$ cat src/pkg/vic_pkg.sv
// Constants shared by the vectored external interrupt controller
package vic_pkg;

    // ------------------------------------------------------------
    // Vector table
    // ------------------------------------------------------------
    localparam int          VECTOR_COUNT      = 17;      // Entries in the table
    localparam int          VEC_W             = 16;      // Program address width
    localparam int          PERIPH_COUNT      = 13;      // Internal sources, vectors 5..17
    localparam logic [15:0] VEC_RESET_ADDR    = 16'h0000; // All reset causes
    localparam logic [15:0] VEC_EXT_ADDR      = 16'h0001; // External pin request
    localparam logic [15:0] VEC_PC_LOW_ADDR   = 16'h0002; // Pin-change group low
    localparam logic [15:0] VEC_PC_HIGH_ADDR  = 16'h0003; // Pin-change group high
    localparam logic [15:0] VEC_PERIPH_BASE   = 16'h0004; // Watchdog timeout, first internal
    localparam logic [15:0] VEC_TIMER16_FIRST = 16'h0005; // Capture, then compare A/B, overflow
    localparam logic [15:0] VEC_TIMER8_FIRST  = 16'h0009; // Compare A/B, then overflow
    localparam logic [15:0] VEC_LAST_ADDR     = 16'h0010; // Serial overflow, last entry

    // ------------------------------------------------------------
    // Sense select encodings
    // ------------------------------------------------------------
    localparam logic [1:0] SENSE_LOW     = 2'h0; // Low level
    localparam logic [1:0] SENSE_ANY     = 2'h1; // Any change
    localparam logic [1:0] SENSE_FALLING = 2'h2; // Falling edge
    localparam logic [1:0] SENSE_RISING  = 2'h3; // Rising edge

    // ------------------------------------------------------------
    // Register map (byte addresses)
    // ------------------------------------------------------------
    localparam logic [7:0] OFS_CONTROL   = 8'h00; // mcu_control_reg sense bits
    localparam logic [7:0] OFS_ENABLE    = 8'h04; // Global and source enables
    localparam logic [7:0] OFS_FLAGS     = 8'h08; // Pending flags, write one to clear
    localparam logic [7:0] OFS_MASK_LOW  = 8'h0C; // pin_change_mask_low
    localparam logic [7:0] OFS_MASK_HIGH = 8'h10; // pin_change_mask_high
    localparam logic [7:0] OFS_STATUS    = 8'h14; // Request, vector, pin levels

    // Field positions
    localparam int BIT_EN_GLOBAL = 0; // Global interrupt enable
    localparam int BIT_EN_EXT    = 1; // External pin enable
    localparam int BIT_EN_PC_LOW = 2; // Low group enable
    localparam int BIT_EN_PC_HI  = 3; // High group enable
    localparam int BIT_FL_EXT    = 0; // ext_irq_flag
    localparam int BIT_FL_PC_LOW = 1; // pin_change_irq_low flag
    localparam int BIT_FL_PC_HI  = 2; // pin_change_irq_high flag

    // Reset values
    localparam logic [1:0] RST_SENSE  = 2'h0;
    localparam logic [3:0] RST_ENABLE = 4'h0;
    localparam logic [2:0] RST_FLAGS  = 3'h0;
    localparam logic [7:0] RST_MASK_L = 8'h00;
    localparam logic [3:0] RST_MASK_H = 4'h0;

    // AXI responses
    localparam logic [1:0] RESP_OKAY   = 2'h0;
    localparam logic [1:0] RESP_SLVERR = 2'h2;

endpackage : vic_pkg

$ cat src/vic_top.sv
// Vectored external interrupt controller with AXI4-Lite registers
//
// The placing of the registers and register access over AXI4-Lite were left to the implementer.
`timescale 1ns/1ps
`default_nettype none
module vic_top
    import vic_pkg::*;
#(
    parameter int PC_LINES = 12 // pin_change_inputs count
) (
    input  wire logic                    I_MCLK,        // 25 MHz clock
    input  wire logic                    I_RST_B,       // Async reset, active low
    input  wire logic                    I_EXT_IRQ_PIN, // ext_irq_pin pad level
    input  wire logic [PC_LINES-1:0]     I_PC_INPUTS,   // pin_change_inputs pad levels
    input  wire logic [PERIPH_COUNT-1:0] I_PERIPH_REQ,  // Internal requests, vectors 5..17
    input  wire logic                    I_IRQ_ACK,     // Core executes presented vector
    output logic                         O_IRQ_REQ,     // Request to core
    output logic      [VEC_W-1:0]        O_IRQ_VECTOR,  // Vector address to fetch
    output logic                         O_WAKE,        // Asynchronous wake request
    input  wire logic [7:0]              S_AXI_AWADDR,
    input  wire logic                    S_AXI_AWVALID,
    output logic                         S_AXI_AWREADY,
    input  wire logic [31:0]             S_AXI_WDATA,
    input  wire logic [3:0]              S_AXI_WSTRB,
    input  wire logic                    S_AXI_WVALID,
    output logic                         S_AXI_WREADY,
    output logic      [1:0]              S_AXI_BRESP,
    output logic                         S_AXI_BVALID,
    input  wire logic                    S_AXI_BREADY,
    input  wire logic [7:0]              S_AXI_ARADDR,
    input  wire logic                    S_AXI_ARVALID,
    output logic                         S_AXI_ARREADY,
    output logic      [31:0]             S_AXI_RDATA,
    output logic      [1:0]              S_AXI_RRESP,
    output logic                         S_AXI_RVALID,
    input  wire logic                    S_AXI_RREADY
);
    // ------------------------------------------------------------
    // Reset and pin synchronisers
    // ------------------------------------------------------------
    logic                rst_b;  // Synchronously released reset
    logic [PC_LINES:0]   pins_s; // Synced {ext pin, pin-change lines}
    logic                ext_s;  // Synced external pin
    logic [PC_LINES-1:0] pc_s;   // Synced pin-change lines

    vic_sync2 #(.W(1), .RST_VAL(1'b0)) u_rst_sync (
        .i_clk   (I_MCLK),
        .i_rst_b (I_RST_B),
        .i_d     (1'b1),
        .o_q     (rst_b)
    );

    // Pads are read whatever their direction, so driven outputs still fire
    vic_sync2 #(.W(PC_LINES+1), .RST_VAL('1)) u_pin_sync (
        .i_clk   (I_MCLK),
        .i_rst_b (I_RST_B),
        .i_d     ({I_EXT_IRQ_PIN, I_PC_INPUTS}),
        .o_q     (pins_s)
    );
    assign ext_s = pins_s[PC_LINES];
    assign pc_s  = pins_s[PC_LINES-1:0];

    // ------------------------------------------------------------
    // Register and detector state
    // ------------------------------------------------------------
    logic [1:0]          sense, next_sense;         // mcu_control_reg sense field
    logic [3:0]          enable, next_enable;       // Global and source enables
    logic [2:0]          flags, next_flags;         // Pending flags
    logic [7:0]          mask_lo, next_mask_lo;     // pin_change_mask_low
    logic [3:0]          mask_hi, next_mask_hi;     // pin_change_mask_high
    logic                ext_prev, next_ext_prev;   // Last synced ext pin
    logic [PC_LINES-1:0] pc_prev, next_pc_prev;     // Last synced pin-change lines
    logic                req, next_req;             // Registered request
    logic [VEC_W-1:0]    vec, next_vec;             // Registered vector address
    logic                wr_fire;                   // Register write this cycle
    logic [7:0]          wr_addr;                   // Held write address
    logic [31:0]         wr_data;                   // Held write data
    logic [3:0]          wr_strb;                   // Held write strobes
    logic                ext_edge;                  // Edge event per sense mode
    logic                ext_level;                 // Level request active
    logic                pc_set_lo, pc_set_hi;      // Group change events
    logic [2:0]          flag_set, flag_clr;        // Hardware set, clear terms
    logic                gie;                       // Global enable

    assign gie = enable[BIT_EN_GLOBAL];

    // ------------------------------------------------------------
    // Event detection
    // ------------------------------------------------------------
    always_comb begin
        // Edges need the clock; only valid while it runs
        unique case (sense)
            SENSE_ANY:     ext_edge = ext_s ^ ext_prev;
            SENSE_FALLING: ext_edge = ext_prev & ~ext_s;
            SENSE_RISING:  ext_edge = ~ext_prev & ext_s;
            default:       ext_edge = 1'b0;
        endcase
        // Level request follows the pin; no memory, so a vanished level leaves nothing
        ext_level = (sense == SENSE_LOW) & ~ext_s;
        // Masked toggles per group
        pc_set_lo = |((pc_s[7:0] ^ pc_prev[7:0]) & mask_lo);
        pc_set_hi = |((pc_s[PC_LINES-1:8] ^ pc_prev[PC_LINES-1:8]) & mask_hi);
    end

    // Wake path runs from the pads without the clock
    assign O_WAKE = (enable[BIT_EN_EXT] & (sense == SENSE_LOW) & ~I_EXT_IRQ_PIN)
                  | (enable[BIT_EN_PC_LOW] & |((I_PC_INPUTS[7:0] ^ pc_prev[7:0]) & mask_lo))
                  | (enable[BIT_EN_PC_HI]
                     & |((I_PC_INPUTS[PC_LINES-1:8] ^ pc_prev[PC_LINES-1:8]) & mask_hi));

    // ------------------------------------------------------------
    // Registers, flags and grant: next values
    // ------------------------------------------------------------
    always_comb begin
        logic [VEC_W-1:0] pick;
        logic             found;
        pick          = VEC_RESET_ADDR;
        found         = 1'b0;
        next_sense    = sense;
        next_enable   = enable;
        next_mask_lo  = mask_lo;
        next_mask_hi  = mask_hi;
        next_ext_prev = ext_s;
        next_pc_prev  = pc_s;
        flag_set      = {pc_set_hi, pc_set_lo, ext_edge};
        flag_clr      = 3'h0;
        // Vector taken by the core clears its flag
        if (I_IRQ_ACK && req) begin
            flag_clr[BIT_FL_EXT]    = (vec == VEC_EXT_ADDR);
            flag_clr[BIT_FL_PC_LOW] = (vec == VEC_PC_LOW_ADDR);
            flag_clr[BIT_FL_PC_HI]  = (vec == VEC_PC_HIGH_ADDR);
        end
        // Software writes, low byte only
        if (wr_fire && wr_strb[0]) begin
            unique case (wr_addr)
                OFS_CONTROL:   next_sense   = wr_data[1:0];
                OFS_ENABLE:    next_enable  = wr_data[3:0];
                OFS_FLAGS:     flag_clr     = flag_clr | wr_data[2:0];
                OFS_MASK_LOW:  next_mask_lo = wr_data[7:0];
                OFS_MASK_HIGH: next_mask_hi = wr_data[3:0];
                default:       ;
            endcase
        end
        // Set wins over clear
        next_flags = (flags & ~flag_clr) | flag_set;
        // Level mode keeps the external flag at zero
        if (next_sense == SENSE_LOW) begin
            next_flags[BIT_FL_EXT] = 1'b0;
        end
        // Internal sources, lowest index first
        for (int i = 0; i < PERIPH_COUNT; i++) begin
            if (!found && I_PERIPH_REQ[i]) begin
                found = 1'b1;
                pick  = VEC_PERIPH_BASE + VEC_W'(i);
            end
        end
        // Pin sources outrank internal ones, lowest vector wins
        if (enable[BIT_EN_PC_HI] && flags[BIT_FL_PC_HI]) begin
            found = 1'b1;
            pick  = VEC_PC_HIGH_ADDR;
        end
        if (enable[BIT_EN_PC_LOW] && flags[BIT_FL_PC_LOW]) begin
            found = 1'b1;
            pick  = VEC_PC_LOW_ADDR;
        end
        if (enable[BIT_EN_EXT] && (flags[BIT_FL_EXT] || ext_level)) begin
            found = 1'b1;
            pick  = VEC_EXT_ADDR;
        end
        // Global gate; idle shows the reset vector
        next_req = gie & found;
        next_vec = next_req ? pick : VEC_RESET_ADDR;
    end

    // Registers only
    always_ff @(posedge I_MCLK or negedge rst_b) begin
        if (!rst_b) begin
            sense    <= RST_SENSE;
            enable   <= RST_ENABLE;
            flags    <= RST_FLAGS;
            mask_lo  <= RST_MASK_L;
            mask_hi  <= RST_MASK_H;
            ext_prev <= 1'b1;
            pc_prev  <= '1;
            req      <= 1'b0;
            vec      <= VEC_RESET_ADDR;
        end else begin
            sense    <= next_sense;
            enable   <= next_enable;
            flags    <= next_flags;
            mask_lo  <= next_mask_lo;
            mask_hi  <= next_mask_hi;
            ext_prev <= next_ext_prev;
            pc_prev  <= next_pc_prev;
            req      <= next_req;
            vec      <= next_vec;
        end
    end

    assign O_IRQ_REQ    = req;
    assign O_IRQ_VECTOR = vec;

    // ------------------------------------------------------------
    // AXI4-Lite write channel
    // ------------------------------------------------------------
    logic aw_held, next_aw_held; // Address taken
    logic w_held, next_w_held;   // Data taken
    logic bvalid, next_bvalid;   // Response pending
    logic [1:0] bresp, next_bresp;
    logic [7:0]  next_wr_addr;
    logic [31:0] next_wr_data;
    logic [3:0]  next_wr_strb;

    assign S_AXI_AWREADY = ~aw_held & ~bvalid;
    assign S_AXI_WREADY  = ~w_held & ~bvalid;
    assign wr_fire       = aw_held & w_held & ~bvalid;

    always_comb begin
        next_aw_held = aw_held;
        next_w_held  = w_held;
        next_bvalid  = bvalid;
        next_bresp   = bresp;
        next_wr_addr = wr_addr;
        next_wr_data = wr_data;
        next_wr_strb = wr_strb;
        // Address and data in either order
        if (S_AXI_AWVALID && S_AXI_AWREADY) begin
            next_aw_held = 1'b1;
            next_wr_addr = S_AXI_AWADDR;
        end
        if (S_AXI_WVALID && S_AXI_WREADY) begin
            next_w_held  = 1'b1;
            next_wr_data = S_AXI_WDATA;
            next_wr_strb = S_AXI_WSTRB;
        end
        // Both held: write and answer
        if (wr_fire) begin
            next_aw_held = 1'b0;
            next_w_held  = 1'b0;
            next_bvalid  = 1'b1;
            next_bresp   = (wr_addr <= OFS_STATUS && wr_addr[1:0] == 2'h0) ? RESP_OKAY : RESP_SLVERR;
        end else if (bvalid && S_AXI_BREADY) begin
            next_bvalid = 1'b0;
        end
    end

    always_ff @(posedge I_MCLK or negedge rst_b) begin
        if (!rst_b) begin
            aw_held <= 1'b0;
            w_held  <= 1'b0;
            bvalid  <= 1'b0;
            bresp   <= RESP_OKAY;
            wr_addr <= 8'h00;
            wr_data <= 32'h00000000;
            wr_strb <= 4'h0;
        end else begin
            aw_held <= next_aw_held;
            w_held  <= next_w_held;
            bvalid  <= next_bvalid;
            bresp   <= next_bresp;
            wr_addr <= next_wr_addr;
            wr_data <= next_wr_data;
            wr_strb <= next_wr_strb;
        end
    end

    assign S_AXI_BVALID = bvalid;
    assign S_AXI_BRESP  = bresp;

    // ------------------------------------------------------------
    // AXI4-Lite read channel
    // ------------------------------------------------------------
    logic        rvalid, next_rvalid;
    logic [31:0] rdata, next_rdata;
    logic [1:0]  rresp, next_rresp;

    assign S_AXI_ARREADY = ~rvalid;

    always_comb begin
        next_rvalid = rvalid;
        next_rdata  = rdata;
        next_rresp  = rresp;
        if (S_AXI_ARVALID && !rvalid) begin
            next_rvalid = 1'b1;
            next_rresp  = RESP_OKAY;
            unique case (S_AXI_ARADDR)
                OFS_CONTROL:   next_rdata = {30'h0, sense};
                OFS_ENABLE:    next_rdata = {28'h0, enable};
                OFS_FLAGS:     next_rdata = {29'h0, flags};
                OFS_MASK_LOW:  next_rdata = {24'h0, mask_lo};
                OFS_MASK_HIGH: next_rdata = {28'h0, mask_hi};
                OFS_STATUS:    next_rdata = {1'b0, req, vec[4:0], ext_s, 12'h0, pc_s};
                default: begin
                    next_rdata = 32'h00000000;
                    next_rresp = RESP_SLVERR;
                end
            endcase
        end else if (rvalid && S_AXI_RREADY) begin
            next_rvalid = 1'b0;
        end
    end

    always_ff @(posedge I_MCLK or negedge rst_b) begin
        if (!rst_b) begin
            rvalid <= 1'b0;
            rdata  <= 32'h00000000;
            rresp  <= RESP_OKAY;
        end else begin
            rvalid <= next_rvalid;
            rdata  <= next_rdata;
            rresp  <= next_rresp;
        end
    end

    assign S_AXI_RVALID = rvalid;
    assign S_AXI_RDATA  = rdata;
    assign S_AXI_RRESP  = rresp;
endmodule : vic_top
`default_nettype wire

$ cat src/vic_sync2.sv
// Two flip-flop synchroniser, parameterised width
`timescale 1ns/1ps
`default_nettype none
module vic_sync2 #(
    parameter int          W       = 1,
    parameter logic [W-1:0] RST_VAL = '0
) (
    input  wire logic         i_clk,   // Destination clock
    input  wire logic         i_rst_b, // Async reset, active low
    input  wire logic [W-1:0] i_d,     // Asynchronous input
    output logic      [W-1:0] o_q      // Synchronised output
);
    logic [W-1:0] meta; // First stage, read only by second stage

    // ------------------------------------------------------------
    // Two stages
    // ------------------------------------------------------------
    always_ff @(posedge i_clk or negedge i_rst_b) begin
        if (!i_rst_b) begin
            meta <= RST_VAL;
            o_q  <= RST_VAL;
        end else begin
            meta <= i_d;
            o_q  <= meta;
        end
    end
endmodule : vic_sync2
`default_nettype wire

$ cat config.mk
export PLATFORM = sky130hd
export DESIGN_NAME = vic_top
export DESIGN_NICKNAME = d
export VERILOG_FILES = /design/src/pkg/vic_pkg.sv /design/src/vic_top.sv /design/src/vic_sync2.sv
export SDC_FILE = /design/constraint.sdc
export NUM_CORES = 1
export LEC_CHECK = 0
export BUFFER_PORTS_ARGS = -buffer_cell sky130_fd_sc_hd__buf_2
export CAP_MARGIN = 5
export CORE_MARGIN = 1.5
export CORE_UTILIZATION = 50
export DETAILED_ROUTE_END_ITERATION = 10
export PLACE_DENSITY = 0.84
export RECOVER_POWER = 100
export SLEW_MARGIN = 10
export SYNTH_ARGS = -nofsm -noshare
export SYNTH_HDL_FRONTEND = slang
export SYNTH_HIERARCHICAL = 1
export SYNTH_SLANG_ARGS = --single-unit
$ cat constraint.sdc
create_clock -name I_MCLK -period 6.1 [get_ports I_MCLK]
set_input_delay 0.305 -clock I_MCLK [delete_from_list [all_inputs] [get_ports I_MCLK]]
set_output_delay 0.305 -clock I_MCLK [all_outputs]
set_load 0.01 [all_outputs]
## Word level (Yosys, flattened, before mapping)

Cells that the tools add are included.

| word-level totals | value |
|---|---|
| bits in registers | 136 |
| bits of input ports | 86 |
| output and inout port bits | 59 |
| logic and storage cells | 178 |

| operators by class | value |
|---|---|
| $lt $le $gt $ge | 1 |
| equality and inequality tests | 15 |
| mux-type cells | 51 |
| bitwise gates (word level) | 34 |
| reduce and logical (&&, ||, !) cells | 54 |

Operator list:

| kind | count |
|---|---|
| $mux W16 | 16 |
| $pmux W31 S6 | 1 |
| $eq A16 B2 Y1 const B | 2 |
| $eq A8 B4 Y1 const B | 4 |
| $mux W1 | 25 |
| $eq A8 B5 Y1 const B | 3 |
| $logic_and A1 B1 Y1 | 23 |
| $and A8 B8 Y8 | 2 |
| $eq A16 B1 Y1 const B | 1 |
| $eq A8 B3 Y1 const B | 2 |
| $logic_not A8 Y1 | 2 |
| $reduce_or A8 Y1 | 2 |
| $xor A8 B8 Y8 | 2 |
| $logic_not A1 Y1 | 13 |
| $and A1 B1 Y1 | 12 |
| $mux W3 | 4 |
| $and A4 B4 Y4 | 2 |
| $le A8 B5 Y1 const B | 1 |
| $mux W2 | 4 |
| $reduce_bool A2 Y1 | 4 |
| $reduce_or A4 Y1 | 2 |
| $xor A4 B4 Y4 | 2 |
| $not A1 Y1 | 7 |
| $logic_not A2 Y1 | 3 |
| other kinds (11) | 16 |

## Depth between registers and ports, before layout

Gate-level depths: netlist of run 1.

| depth | value |
|---|---|
| word-level depth | 42 |
| depth in mapped cells | 5 |
| depth with buffers taken out | 5 |

## Modules after synthesis

Netlist of run 1, hierarchy kept.

By module, submodules not included:

| module | instances | cells each | area each (um^2) | seq. area each (um^2) |
|---|---|---|---|---|
| vic_top | 1 | 345 | 4066.4 | 2068.2 |
| vic_sync2 (u_pin_sync) | 1 | 26 | 683.2 | 683.2 |
| vic_sync2 (u_rst_sync) | 1 | 2 | 50.0 | 50.0 |

## Worst setup path before layout of run 1

OpenSTA, ideal clock, no wires.

| timing | value |
|---|---|
| path kind | register to register |
| start point | reg wr_addr[0] |
| end point | reg sense[0] |
| library setup time | 125 ps |
| arrival time | 1878 ps |
| required time | 5975 ps |
| path slack | 4097 ps |
| cell stages (with the launch flop) | 5 |
| path buffers | 0 |
| period minus slack after synthesis | 2003 ps |
| path through | dfrtp_1 -> or4_4 -> nor4_4 -> nor3b_1 -> mux2_2 |

| on the way | value |
|---|---|
| longest elaborated chain between the ends | 3 |

RTL lines:

| what | line | source |
|---|---|---|
| start: declaration | vic_top.sv:76 | `logic [7:0] wr_addr;` |
| start signal: assignment | vic_top.sv:261 | `wr_addr <= next_wr_addr;` |
| $logic_not A8 Y1 | vic_top.sv:135 | `unique case (wr_addr)` |
| $mux W2 | vic_top.sv:135 |  |
| $mux W2 | vic_top.sv:134 | `if (wr_fire && wr_strb[0]) begin` |
| via next_sense[0] | vic_top.sv:66 | `logic [1:0] sense, next_sense;` |
| end signal: assignment | vic_top.sv:188 | `sense <= next_sense;` |
| end: declaration | vic_top.sv:66 |  |

The timed path passes the listed nets, and every way through them passes these cells.
A chain may end at the register's enable or synchronous reset.

==> impl_metrics.py, run 1 <==
metrics = {
    "outcome": {
        "status": "finished, violations left",
        "violations": "capacitance limit, slew limit",
    },
    "placed_design": {
        "io_buffers": 91,
        "dp_hpwl_microns": 7220,
        "place.gp.congestion": 0.797,
    },
    "timing": {
        "fmax_mhz": 314,
        "post-route-period-util_pct": 52.2,
        "finClkSkew_ps": 10.5,
        "slew_headroom_pct": -113,
        "final_hold_viol_count": 0,
        "final.setup.tns_ps": 0,
        "tightest_slew_ps": 3190,
        "maxSlewViolCount": 112,
        "setup_viol": 0,
        "fin_crit_ps": 3180,
        "hold_slack_ps": 31.6,
        "rsz0062_at_grt": "no",
    },
    "clocking": {
        "cts_root_buf": "clkbuf_8",
        "cts_tree": "built",
        "clkSinkCount": 110,
        "numCtsBuffers": 9,
        "clock_latency_ps": 370,
        "clk_pin_slew_ps": 100,
        "cts_setup_buffers": 0,
        "cts_max_path_buffers": 2,
        "cts.htree.levels": 3,
    },
    "synthesis": {
        "synth_top_area_share_pct": 37.0,
        "synth-main-ff-cell": "dfrtp_1",
        "synthMostInstantiatedCell": "dfrtp_1",
        "yosys.area.top_type": "dfrtp_1",
        "synth_seq_cells": 110,
        "syn_avg_cell_area_sq_um": 12.9,
        "synth-async-reset-ratio_pct": 100,
        "synthCells": 373,
        "seq_area_frac_synth_pct": 58.4,
        "synth_common_cells": "71 x dfrtp_1, 39 x dfstp_2, 39 x mux2_2",
        "synth_top_cells_by_area": "dfrtp_1 37%, dfstp_2 21%, mux2_2 9.2%, xor2_1 4.4%, buf_4 4.1%",
        "syn_area_sq_um": 4800,
        "yosys_warnings": 6,
        "ys_types": 52,
        "synth_enable_flop_cells": 0,
    },
    "route": {
        "dr.pass1.iters": 5,
        "wl_per_cell_microns": 16.4,
        "drt-total-wl_microns": 9830,
        "drcViolationCount": 0,
        "drt_iter0_drc": 189,
        "vias": 3231,
        "vias_per_cell": 5.39,
        "antenna_left": 0,
    },
    "die": {
        "die_area_sq_um": 10200,
        "row_count": 35,
        "core_sq_um": 9280,
        "io_pins": 145,
        "initial_utilization_pct": 51.7,
        "die_w_microns": 101,
        "die_y_microns": 101,
    },
    "power": {
        "power.share.sequential_pct": 57.5,
        "p_switching_mw": 0.491,
        "intPower_mw": 1.19,
        "vdd_drop_max_mv": 0.220,
        "power_leakage_nw": 2.38,
        "combinationalPowerShare_pct": 16.2,
        "powerDensity_nw_per_um2": 312,
        "swShare_pct": 29.2,
        "pwr-share-clk_pct": 26.3,
    },
    "critical_path": {
        "cp.arrival_ps": 2960,
        "required_ps": 5870,
        "critPathMaxFanout": 82,
        "critPathKind": "register to asynchronous set/reset pin",
        "critPathCaptureType": "asynchronous set/reset pin",
        "start_kind": "register",
        "ff2ff_setup_slack_ps": 2920,
    },
    "global_route": {
        "grt_max_degree": 83,
        "grt_first_pass_wirelength_microns": 15600,
        "grt_pass1_vias": 3171,
        "grt_use_total_pct": 20.0,
        "grt_overflow": 0,
        "antenna_found_initial": 0,
    },
    "final_layout": {
        "diodes": 0,
        "final_core_util_pct": 58.1,
        "nets": 553,
        "area_delta_synth_final_pct": 12.4,
        "drive_gt1_share_pct": 26.8,
    },
    "worst_hold_path": {
        "hold_path.class": "input pin to register",
    },
    "flow_run": {
        "drv_cap": 2,
    },
}
## repair_timing
item	in CTS	in global routing
endpoints found under the hold margin	2	0
hold buffers	1	0
gates resized for setup	0	0
## placed cells by master (no fill, tap or decap), drive strengths merged, types with 4 or more instances in the layout
cell type,netlist,routed
mux2,39,39
dfstp,39,39
nor2,12,12
buf,27,44
nand4b,4,4
xor2,24,24
o21a,4,4
nor4,5,5
a22o,22,22
nand2,18,18
nor3,5,5
conb,2,27
nand4,4,4
o21ai,9,9
mux2i,5,5
nor2b,6,6
dfrtp,71,71
inv,9,9
a22oi,12,12
nand3,6,6
clkbuf,9,58
## metal layers
layer	part of all wire (%)	up-vias	track usage, %	wire length (microns)
li1	-	1475	-	-
met1	44	1637	26.5	4300
met2	49	102	32.5	4830
met3	5.1	17	4.65	506
met4	2.0	0	7.26	192
met5	0	-	0	0
## power by group through the flow
stage	clock (mW)	sequential [mW]	combinational [mW]
CTS	0.447	0.978	0.288
floorplan	0	0.941	0.235
global placement	0	0.979	0.274
detailed placement	0	0.991	0.286
finish	0.442	0.968	0.272
global route	0.478	0.990	0.304
## cell type report
class	count	area, sq um
Multi-Input combinational cell	243	1790
Tap cell	129	161
Sequential cell	110	2800
Timing Repair Buffer	92	407
Inverter	9	33.8
Fill cell	815	3890
Clock buffer	11	141
Clock inverter	5	58.8
## per-stage QoR
step / cells / instance area (sq um) / total power [mW] / setup WS, ps
after floorplan: 398 / 4890 / 1.18 / 3610
after global routing: 599 / 5400 / 1.77 / 2200
final: 599 / 5400 / 1.68 / 2920
after global placement: 582 / 5280 / 1.25 / 4010
after CTS: 599 / 5490 / 1.71 / 3910
after detailed placement: 582 / 5280 / 1.28 / 3960
## sequential cells by signal (all words and copies together), names as in the netlist, 4 cells and up
| signal | count |
|---|---|
| u_pin_sync/o_q | 13 |
| O_IRQ_VECTOR | 5 |
| pc_prev | 12 |
| wr_data | 8 |
| mask_hi | 4 |
| u_pin_sync/meta | 13 |
| enable | 4 |
| wr_addr | 8 |
| mask_lo | 8 |
| S_AXI_RDATA | 19 |
## logic make-up (layout without fill, tap and decap cells)
logic type      Yosys count  count (layout)  share of synthesized area [%]
xor+xnor                 24              24                           4.38
compound gates           69              69                           10.9
mux                      45              45                           10.7
flops                   110             110                           58.4
other cells               2              27                          0.156
buf+inv                  45             117                           5.55
fa+ha+maj                 2               2                          0.521
simple gates             76              76                           9.41
## final timing paths
path / start / endpoint / depth (start not counted)
worst max-delay path: u_rst_sync/o_q / sense[0] / 0
worst min-delay path: I_EXT_IRQ_PIN / u_pin_sync/meta[12] / 1
worst max register to register: u_rst_sync/o_q / sense[0] / 0
worst min register to register: u_rst_sync/meta / u_rst_sync/o_q / 0
max in group I_MCLK: wr_addr[0] / mask_lo[2] / 4
min in group asynchronous: I_RST_B / u_rst_sync/meta / 2
(Power assumes the default switching activity.)
==> run 2, diff against run 1 <==
--- a/config.mk
+++ b/config.mk
@@ -5,12 +5,13 @@
 export SDC_FILE = /design/constraint.sdc
 export NUM_CORES = 1
 export LEC_CHECK = 0
+export ABC_AREA = 1
 export BUFFER_PORTS_ARGS = -buffer_cell sky130_fd_sc_hd__buf_2
 export CAP_MARGIN = 5
 export CORE_MARGIN = 1.5
-export CORE_UTILIZATION = 50
+export CORE_UTILIZATION = 47
 export DETAILED_ROUTE_END_ITERATION = 10
-export PLACE_DENSITY = 0.84
+export PLACE_DENSITY = 0.83
 export RECOVER_POWER = 100
 export SLEW_MARGIN = 10
 export SYNTH_ARGS = -nofsm -noshare
==> constraint.sdc (replaced) <==
create_clock -name I_MCLK -period 2.55 [get_ports I_MCLK]
set_input_delay 0.1275 -clock I_MCLK [delete_from_list [all_inputs] [get_ports I_MCLK]]
set_output_delay 0.1275 -clock I_MCLK [all_outputs]
set_load 0.01 [all_outputs]
==> run 2 against run 1 <==
Effect of this change: the run still ends with capacitance limit, slew limit left; worst hold slack lost 26 ps; critical path depth rose by 6; synthesized cell count up 41%; largest power group unchanged; highest routed layer unchanged.
==> impl_metrics.py, run 2 <==
metrics = {
    "outcome": {
        "status": "finished, violations left",
        "violations": "capacitance limit, slew limit",
    },
    "critical_path": {
        "critPathMaxFanout": 3,
        "ff2ff_setup_slack_ps": 590,
        "critPathKind": "register to primary output",
        "start_kind": "register",
        "critPathCaptureType": "primary output",
        "required_ps": 2420,
        "cp.arrival_ps": 1830,
        "cpPeakStageDelay_ps": 570,
        "cp_slowest_cell": "dfstp_1",
        "crit_chain": "a21oi_1 > o21ai_0 > o2111ai_1 > o31ai_1 > nand2_1 > buf_2",
        "reg2reg_depth": 5,
    },
    "clocking": {
        "clock_latency_ps": 380,
        "clk_pin_slew_ps": 100,
        "cts_tree": "built",
        "numCtsBuffers": 9,
        "cts_root_buf": "clkbuf_8",
        "cts_max_path_buffers": 2,
        "clkSinkCount": 110,
        "cts.htree.levels": 3,
    },
    "global_route": {
        "grt_overflow": 0,
        "antenna_found_initial": 0,
        "grt_max_degree": 50,
        "grt_first_pass_wirelength_microns": 18100,
        "grt_use_total_pct": 20.5,
        "grt_pass1_vias": 3897,
    },
    "final_layout": {
        "layout_commonest_cell": "nand2_1",
        "nets": 739,
        "largest_reg_flops": 19,
        "area_delta_synth_final_pct": 17.6,
        "layout_common_cells": "98 x nand2_1, 71 x dfrtp_1, 55 x inv_1",
        "diodes": 0,
        "stdcell_count": 792,
        "drive_gt1_share_pct": 15.9,
    },
    "synthesis": {
        "synthCells": 527,
        "yosys.area.top_type": "dfrtp_1",
        "seq_area_frac_synth_pct": 56.7,
        "syn_avg_cell_area_sq_um": 9.37,
        "synth_enable_flop_cells": 0,
        "synth-main-ff-cell": "dfrtp_1",
        "syn_area_sq_um": 4940,
        "yosys_warnings": 6,
        "ys_types": 44,
        "synth_top_cells_by_area": "dfrtp_1 36%, dfstp_2 21%, nand2_1 7.4%, o21ai_0 4.5%, inv_1 4.2%",
        "synth-async-reset-ratio_pct": 100,
        "synth_common_cells": "98 x nand2_1, 71 x dfrtp_1, 55 x inv_1",
        "synthMostInstantiatedCell": "nand2_1",
        "synth_seq_cells": 110,
        "synth_top_area_share_pct": 36.0,
    },
    "route": {
        "drt-total-wl_microns": 11000,
        "wl_per_cell_microns": 13.8,
        "drt_iter0_drc": 311,
        "vias_per_cell": 5.02,
        "dr.pass1.iters": 5,
        "drcViolationCount": 0,
        "antenna_left": 0,
        "vias": 3977,
    },
    "timing": {
        "final_hold_viol_count": 0,
        "slew_headroom_pct": -1.25,
        "setup_viol": 0,
        "final.setup.tns_ps": 0,
        "finClkSkew_ps": 6.85,
        "post-route-period-util_pct": 76.7,
        "hold_slack_ps": 5.51,
        "maxSlewViolCount": 29,
        "fin_crit_ps": 1960,
        "fmax_mhz": 511,
        "tightest_slew_ps": 1520,
        "rsz0062_at_grt": "no",
    },
    "placed_design": {
        "io_buffers": 91,
        "dp_hpwl_microns": 8040,
        "dp_cells": 748,
        "place.gp.congestion": 0.860,
    },
    "worst_hold_path": {
        "hold_path.class": "input pin to register",
        "hold_path_depth": 3,
    },
    "die": {
        "die_area_sq_um": 11100,
        "die_y_microns": 106,
        "die_w_microns": 106,
        "io_pins": 145,
        "row_count": 37,
        "core_sq_um": 10300,
        "initial_utilization_pct": 48.1,
    },
    "power": {
        "powerDensity_nw_per_um2": 694,
        "vdd_drop_max_mv": 0.490,
        "power_leakage_nw": 2.61,
    },
    "flow_run": {
        "drv_cap": 1,
    },
}
## run 2: cell count changes after synthesis, moves of 6 or more
cell      change
xor2_1       -21
a22oi_1      -12
nand3_1      +14
a22o_1       -22
clkbuf_1      -6
o21ai_0      +35
inv_1        +46
nor2b_1       -6
nor2_1       +39
o21ai_2       +9
a21oi_1      +31
nand2_1      +80
mux2_2       -33
## run 2: timing repair
item                                   CTS  global route
buffers inserted                         0             0
setup endpoints to repair                0             0
resized for setup                        0             0
endpoints found under the hold margin   29             0
hold buffers                            28             0
## run 2: per-layer routing
layer	track usage, %	wire length (microns)	vias up	part of all wire (%)
li1	-	-	1925	-
met5	0	0	-	0
met2	33.8	5340	134	49
met4	8.88	213	0	1.9
met3	3.59	584	17	5.3
met1	26.6	4830	1901	44
## run 2: cell type report
cell class | count | area [sq um]
Tap cell | 136 | 170
Clock inverter | 7 | 58.8
Inverter | 57 | 214
Clock buffer | 9 | 124
Multi-Input combinational cell | 352 | 1740
Timing Repair Buffer | 121 | 702
Fill cell | 923 | 4470
Sequential cell | 110 | 2800
## run 2: power by group
part	leakage, nW	switching, mW	internal [mW]
clock	0.0917	0.607	0.369
sequential	1.31	0.190	2.02
combinational	1.21	0.531	0.311
total	2.61	1.33	2.70
## run 2: logic make-up (layout without fill, tap and decap cells)
kind of cell	after synthesis	after routing	share of synthesized area [%]
mux	7	7	1.67
compound gates	112	112	13.2
simple gates	198	198	17.6
other cells	2	27	0.152
xor+xnor	6	6	1.06
flops	110	110	56.7
buf+inv	90	194	9.04
fa+ha+maj	2	2	0.507
## run 2: worst paths after layout
path	from	endpoint
worst min register to register	u_rst_sync/meta	u_rst_sync/o_q
max in group asynchronous	u_rst_sync/o_q	ext_prev
worst max register to register	wr_addr[5]	mask_lo[7]
worst max-delay path	pc_prev[6]	O_WAKE
worst min-delay path	S_AXI_WDATA[6]	wr_data[6]
min in group asynchronous	u_rst_sync/o_q	S_AXI_RRESP[1]
## run 2: critical path: cells and delay by family, from the launching register on
family,cells,cell delay (ps)
buffers and inverters,1,160
AO/OA/AOI/OAI,4,570
AND/OR/NAND/NOR,1,140
flip-flops,1,570
## run 2: stage by stage
stage	utilization [%]	cell area, sq um	setup WS, ps	power (mW)
floorplan	-	5030	59.9	2.83
global placement	53.1	5460	677	3.05
detailed placement	53.1	5460	594	3.11
CTS	57.6	5920	596	4.11
global route	56.5	5810	410	4.25
finish	56.5	5810	594	4.03
==> run 3, diff against run 2 <==
--- a/config.mk
+++ b/config.mk
@@ -9,9 +9,9 @@
 export BUFFER_PORTS_ARGS = -buffer_cell sky130_fd_sc_hd__buf_2
 export CAP_MARGIN = 5
 export CORE_MARGIN = 1.5
-export CORE_UTILIZATION = 47
+export CORE_UTILIZATION = 50
 export DETAILED_ROUTE_END_ITERATION = 10
-export PLACE_DENSITY = 0.83
+export PLACE_DENSITY = 0.84
 export RECOVER_POWER = 100
 export SLEW_MARGIN = 10
 export SYNTH_ARGS = -nofsm -noshare
==> constraint.sdc (replaced) <==
create_clock -name I_MCLK -period 2 [get_ports I_MCLK]
set_input_delay 0.1 -clock I_MCLK [delete_from_list [all_inputs] [get_ports I_MCLK]]
set_output_delay 0.1 -clock I_MCLK [all_outputs]
set_load 0.01 [all_outputs]
==> run 3 against run 2 <==
Effect of this change: the run now ends clean; clock skew is 3.5 ps higher; clock power is 36% higher; global-route usage is 2.0 points higher; register-to-register slack worse by 380 ps; setup slack worse by 520 ps; critical endpoint unchanged; largest power group unchanged.
==> impl_metrics.py, run 3 (synthesis results as in run 2) <==
metrics = {
    "critical_path": {
        "ff2ff_setup_slack_ps": 210,
        "critPathMaxFanout": 4,
        "critPathCaptureType": "primary output",
        "cp.arrival_ps": 1820,
        "required_ps": 1900,
        "start_kind": "register",
        "worst_r2r_endpoint": "mask_lo[7]",
        "reg2reg_depth": 5,
        "reg2reg_from": "wr_addr[5]",
        "critPathKind": "register to primary output",
    },
    "die": {
        "core_sq_um": 9680,
        "io_pins": 145,
        "row_count": 36,
        "initial_utilization_pct": 51.0,
        "die_w_microns": 102,
        "die_y_microns": 102,
        "die_area_sq_um": 10500,
    },
    "route": {
        "wl_met1_microns": 4790,
        "dr.pass1.iters": 5,
        "wl_met3_microns": 581,
        "top_layer": "met4",
        "vias": 3993,
        "antenna_left": 0,
        "met2_wirelength_microns": 5560,
        "drt_iter0_drc": 264,
        "drcViolationCount": 0,
        "drt-total-wl_microns": 11100,
        "vias_per_cell": 5.00,
        "wl_per_cell_microns": 13.9,
    },
    "worst_hold_path": {
        "min_to": "wr_addr[3]",
        "hold_path.class": "input pin to register",
        "hold_path_depth": 3,
        "worstHoldStart": "S_AXI_AWADDR[3]",
    },
    "final_layout": {
        "multi_input_area_sq_um": 1800,
        "drive_gt1_share_pct": 26.8,
        "layout_commonest_cell": "nand2_1",
        "area_delta_synth_final_pct": 21.9,
        "diodes": 0,
        "nets": 748,
        "layout_common_cells": "97 x nand2_1, 83 x buf_2, 70 x dfrtp_1",
        "largest_reg_flops": 19,
        "nFillCells": 779,
        "regArea_sq_um": 2810,
        "stdcell_count": 798,
        "final_core_util_pct": 62.2,
    },
    "placed_design": {
        "dp_hpwl_microns": 8030,
        "place.gp.congestion": 0.840,
        "io_buffers": 91,
        "dp_slack_ps": 161,
        "dp_cells": 748,
    },
    "timing": {
        "tightest_slew_ps": 631,
        "slew_headroom_pct": 57.9,
        "final.setup.tns_ps": 0,
        "fin_crit_ps": 1920,
        "maxSlewViolCount": 0,
        "layout_setup_ws_ps": 76.1,
        "post-route-period-util_pct": 96.2,
        "final_hold_viol_count": 0,
        "setup_viol": 0,
        "rsz0062_at_grt": "yes",
        "finClkSkew_ps": 10.3,
        "fmax_mhz": 520,
    },
    "outcome": {
        "status": "complete, no violations",
    },
    "flow_run": {
        "drv_cap": 0,
    },
    "power": {
        "power_leakage_nw": 2.82,
        "vdd_drop_max_mv": 0.729,
        "powerDensity_nw_per_um2": 885,
        "p_total_mw": 5.33,
    },
    "global_route": {
        "grt_first_pass_wirelength_microns": 18000,
        "grt_use_total_pct": 22.5,
        "grt_max_degree": 65,
        "grt_overflow": 0,
        "grt_pass1_vias": 3842,
        "antenna_found_initial": 0,
    },
    "clocking": {
        "cts_root_buf": "clkbuf_8",
        "cts_max_path_buffers": 2,
        "clk_pin_slew_ps": 100,
        "cts_tree": "built",
        "numCtsBuffers": 9,
        "clkSinkCount": 110,
        "clock_latency_ps": 380,
        "cts.htree.levels": 3,
    },
}
[run 3: what timing repair did]
action / 4_1_cts / 5_1_grt
hold buffers: 33 / 0
endpoints found under the setup margin: 0 / 4
setup buffers: 0 / 1
gates resized for setup: 0 / 9
endpoints found under the hold margin: 34 / 0
[run 3: critical path, cell delays in order (launching register included)]
cell and delay (ps):
dfstp_2 580, a21oi_2 60, o21ai_1 90, o2111ai_1 140, o31ai_1 280, nand2_1 160
buf_6 150
[run 3: per-stage QoR]
step                hold slack, ps  cell area [sq um]
floorplan                     -196               5030
global placement               149               5480
detailed placement             158               5480
CTS                           6.36               6010
global route                  4.59               6020
finish                        20.6               6020
[run 3: worst max-delay path by stage]
stage	endpoint	depth (start not counted)	startpoint	slack (ps)
2_1_floorplan	mask_lo[7]	5	wr_addr[5]	540
3_3_place_gp	mask_lo[7]	5	wr_addr[5]	250
3_5_place_dp	mask_lo[3]	7	wr_addr[5]	160
4_1_cts	O_WAKE	6	pc_prev[5]	70
5_1_grt	O_WAKE	6	pc_prev[5]	-20
6_report	O_WAKE	6	pc_prev[5]	80
[run 3: report_power, final]
group          total [mW]  leakage, nW  switching, mW  internal, mW
sequential           2.82         1.31          0.237          2.59
clock                1.33       0.0931          0.742         0.588
combinational        1.18         1.42          0.724         0.451
total                5.33         2.82           1.70          3.63
[run 3: area by class of cell]
| class | count | area share [%] |
|---|---|---|
| clock buffer | 10 | 2.12 |
| clock inverter | 6 | 1.18 |
| inverter | 57 | 3.55 |
| multi-input combinational | 352 | 29.8 |
| sequential | 110 | 46.6 |
| tap | 133 | 2.76 |
| timing repair buffer | 130 | 14.0 |
[run 3: routing by layer]
metal  vias up  track usage (%)
met1      1880             28.7
met3        15             5.61
met5         -                0
met4         0             6.22
li1       1946                -
met2       152             38.2
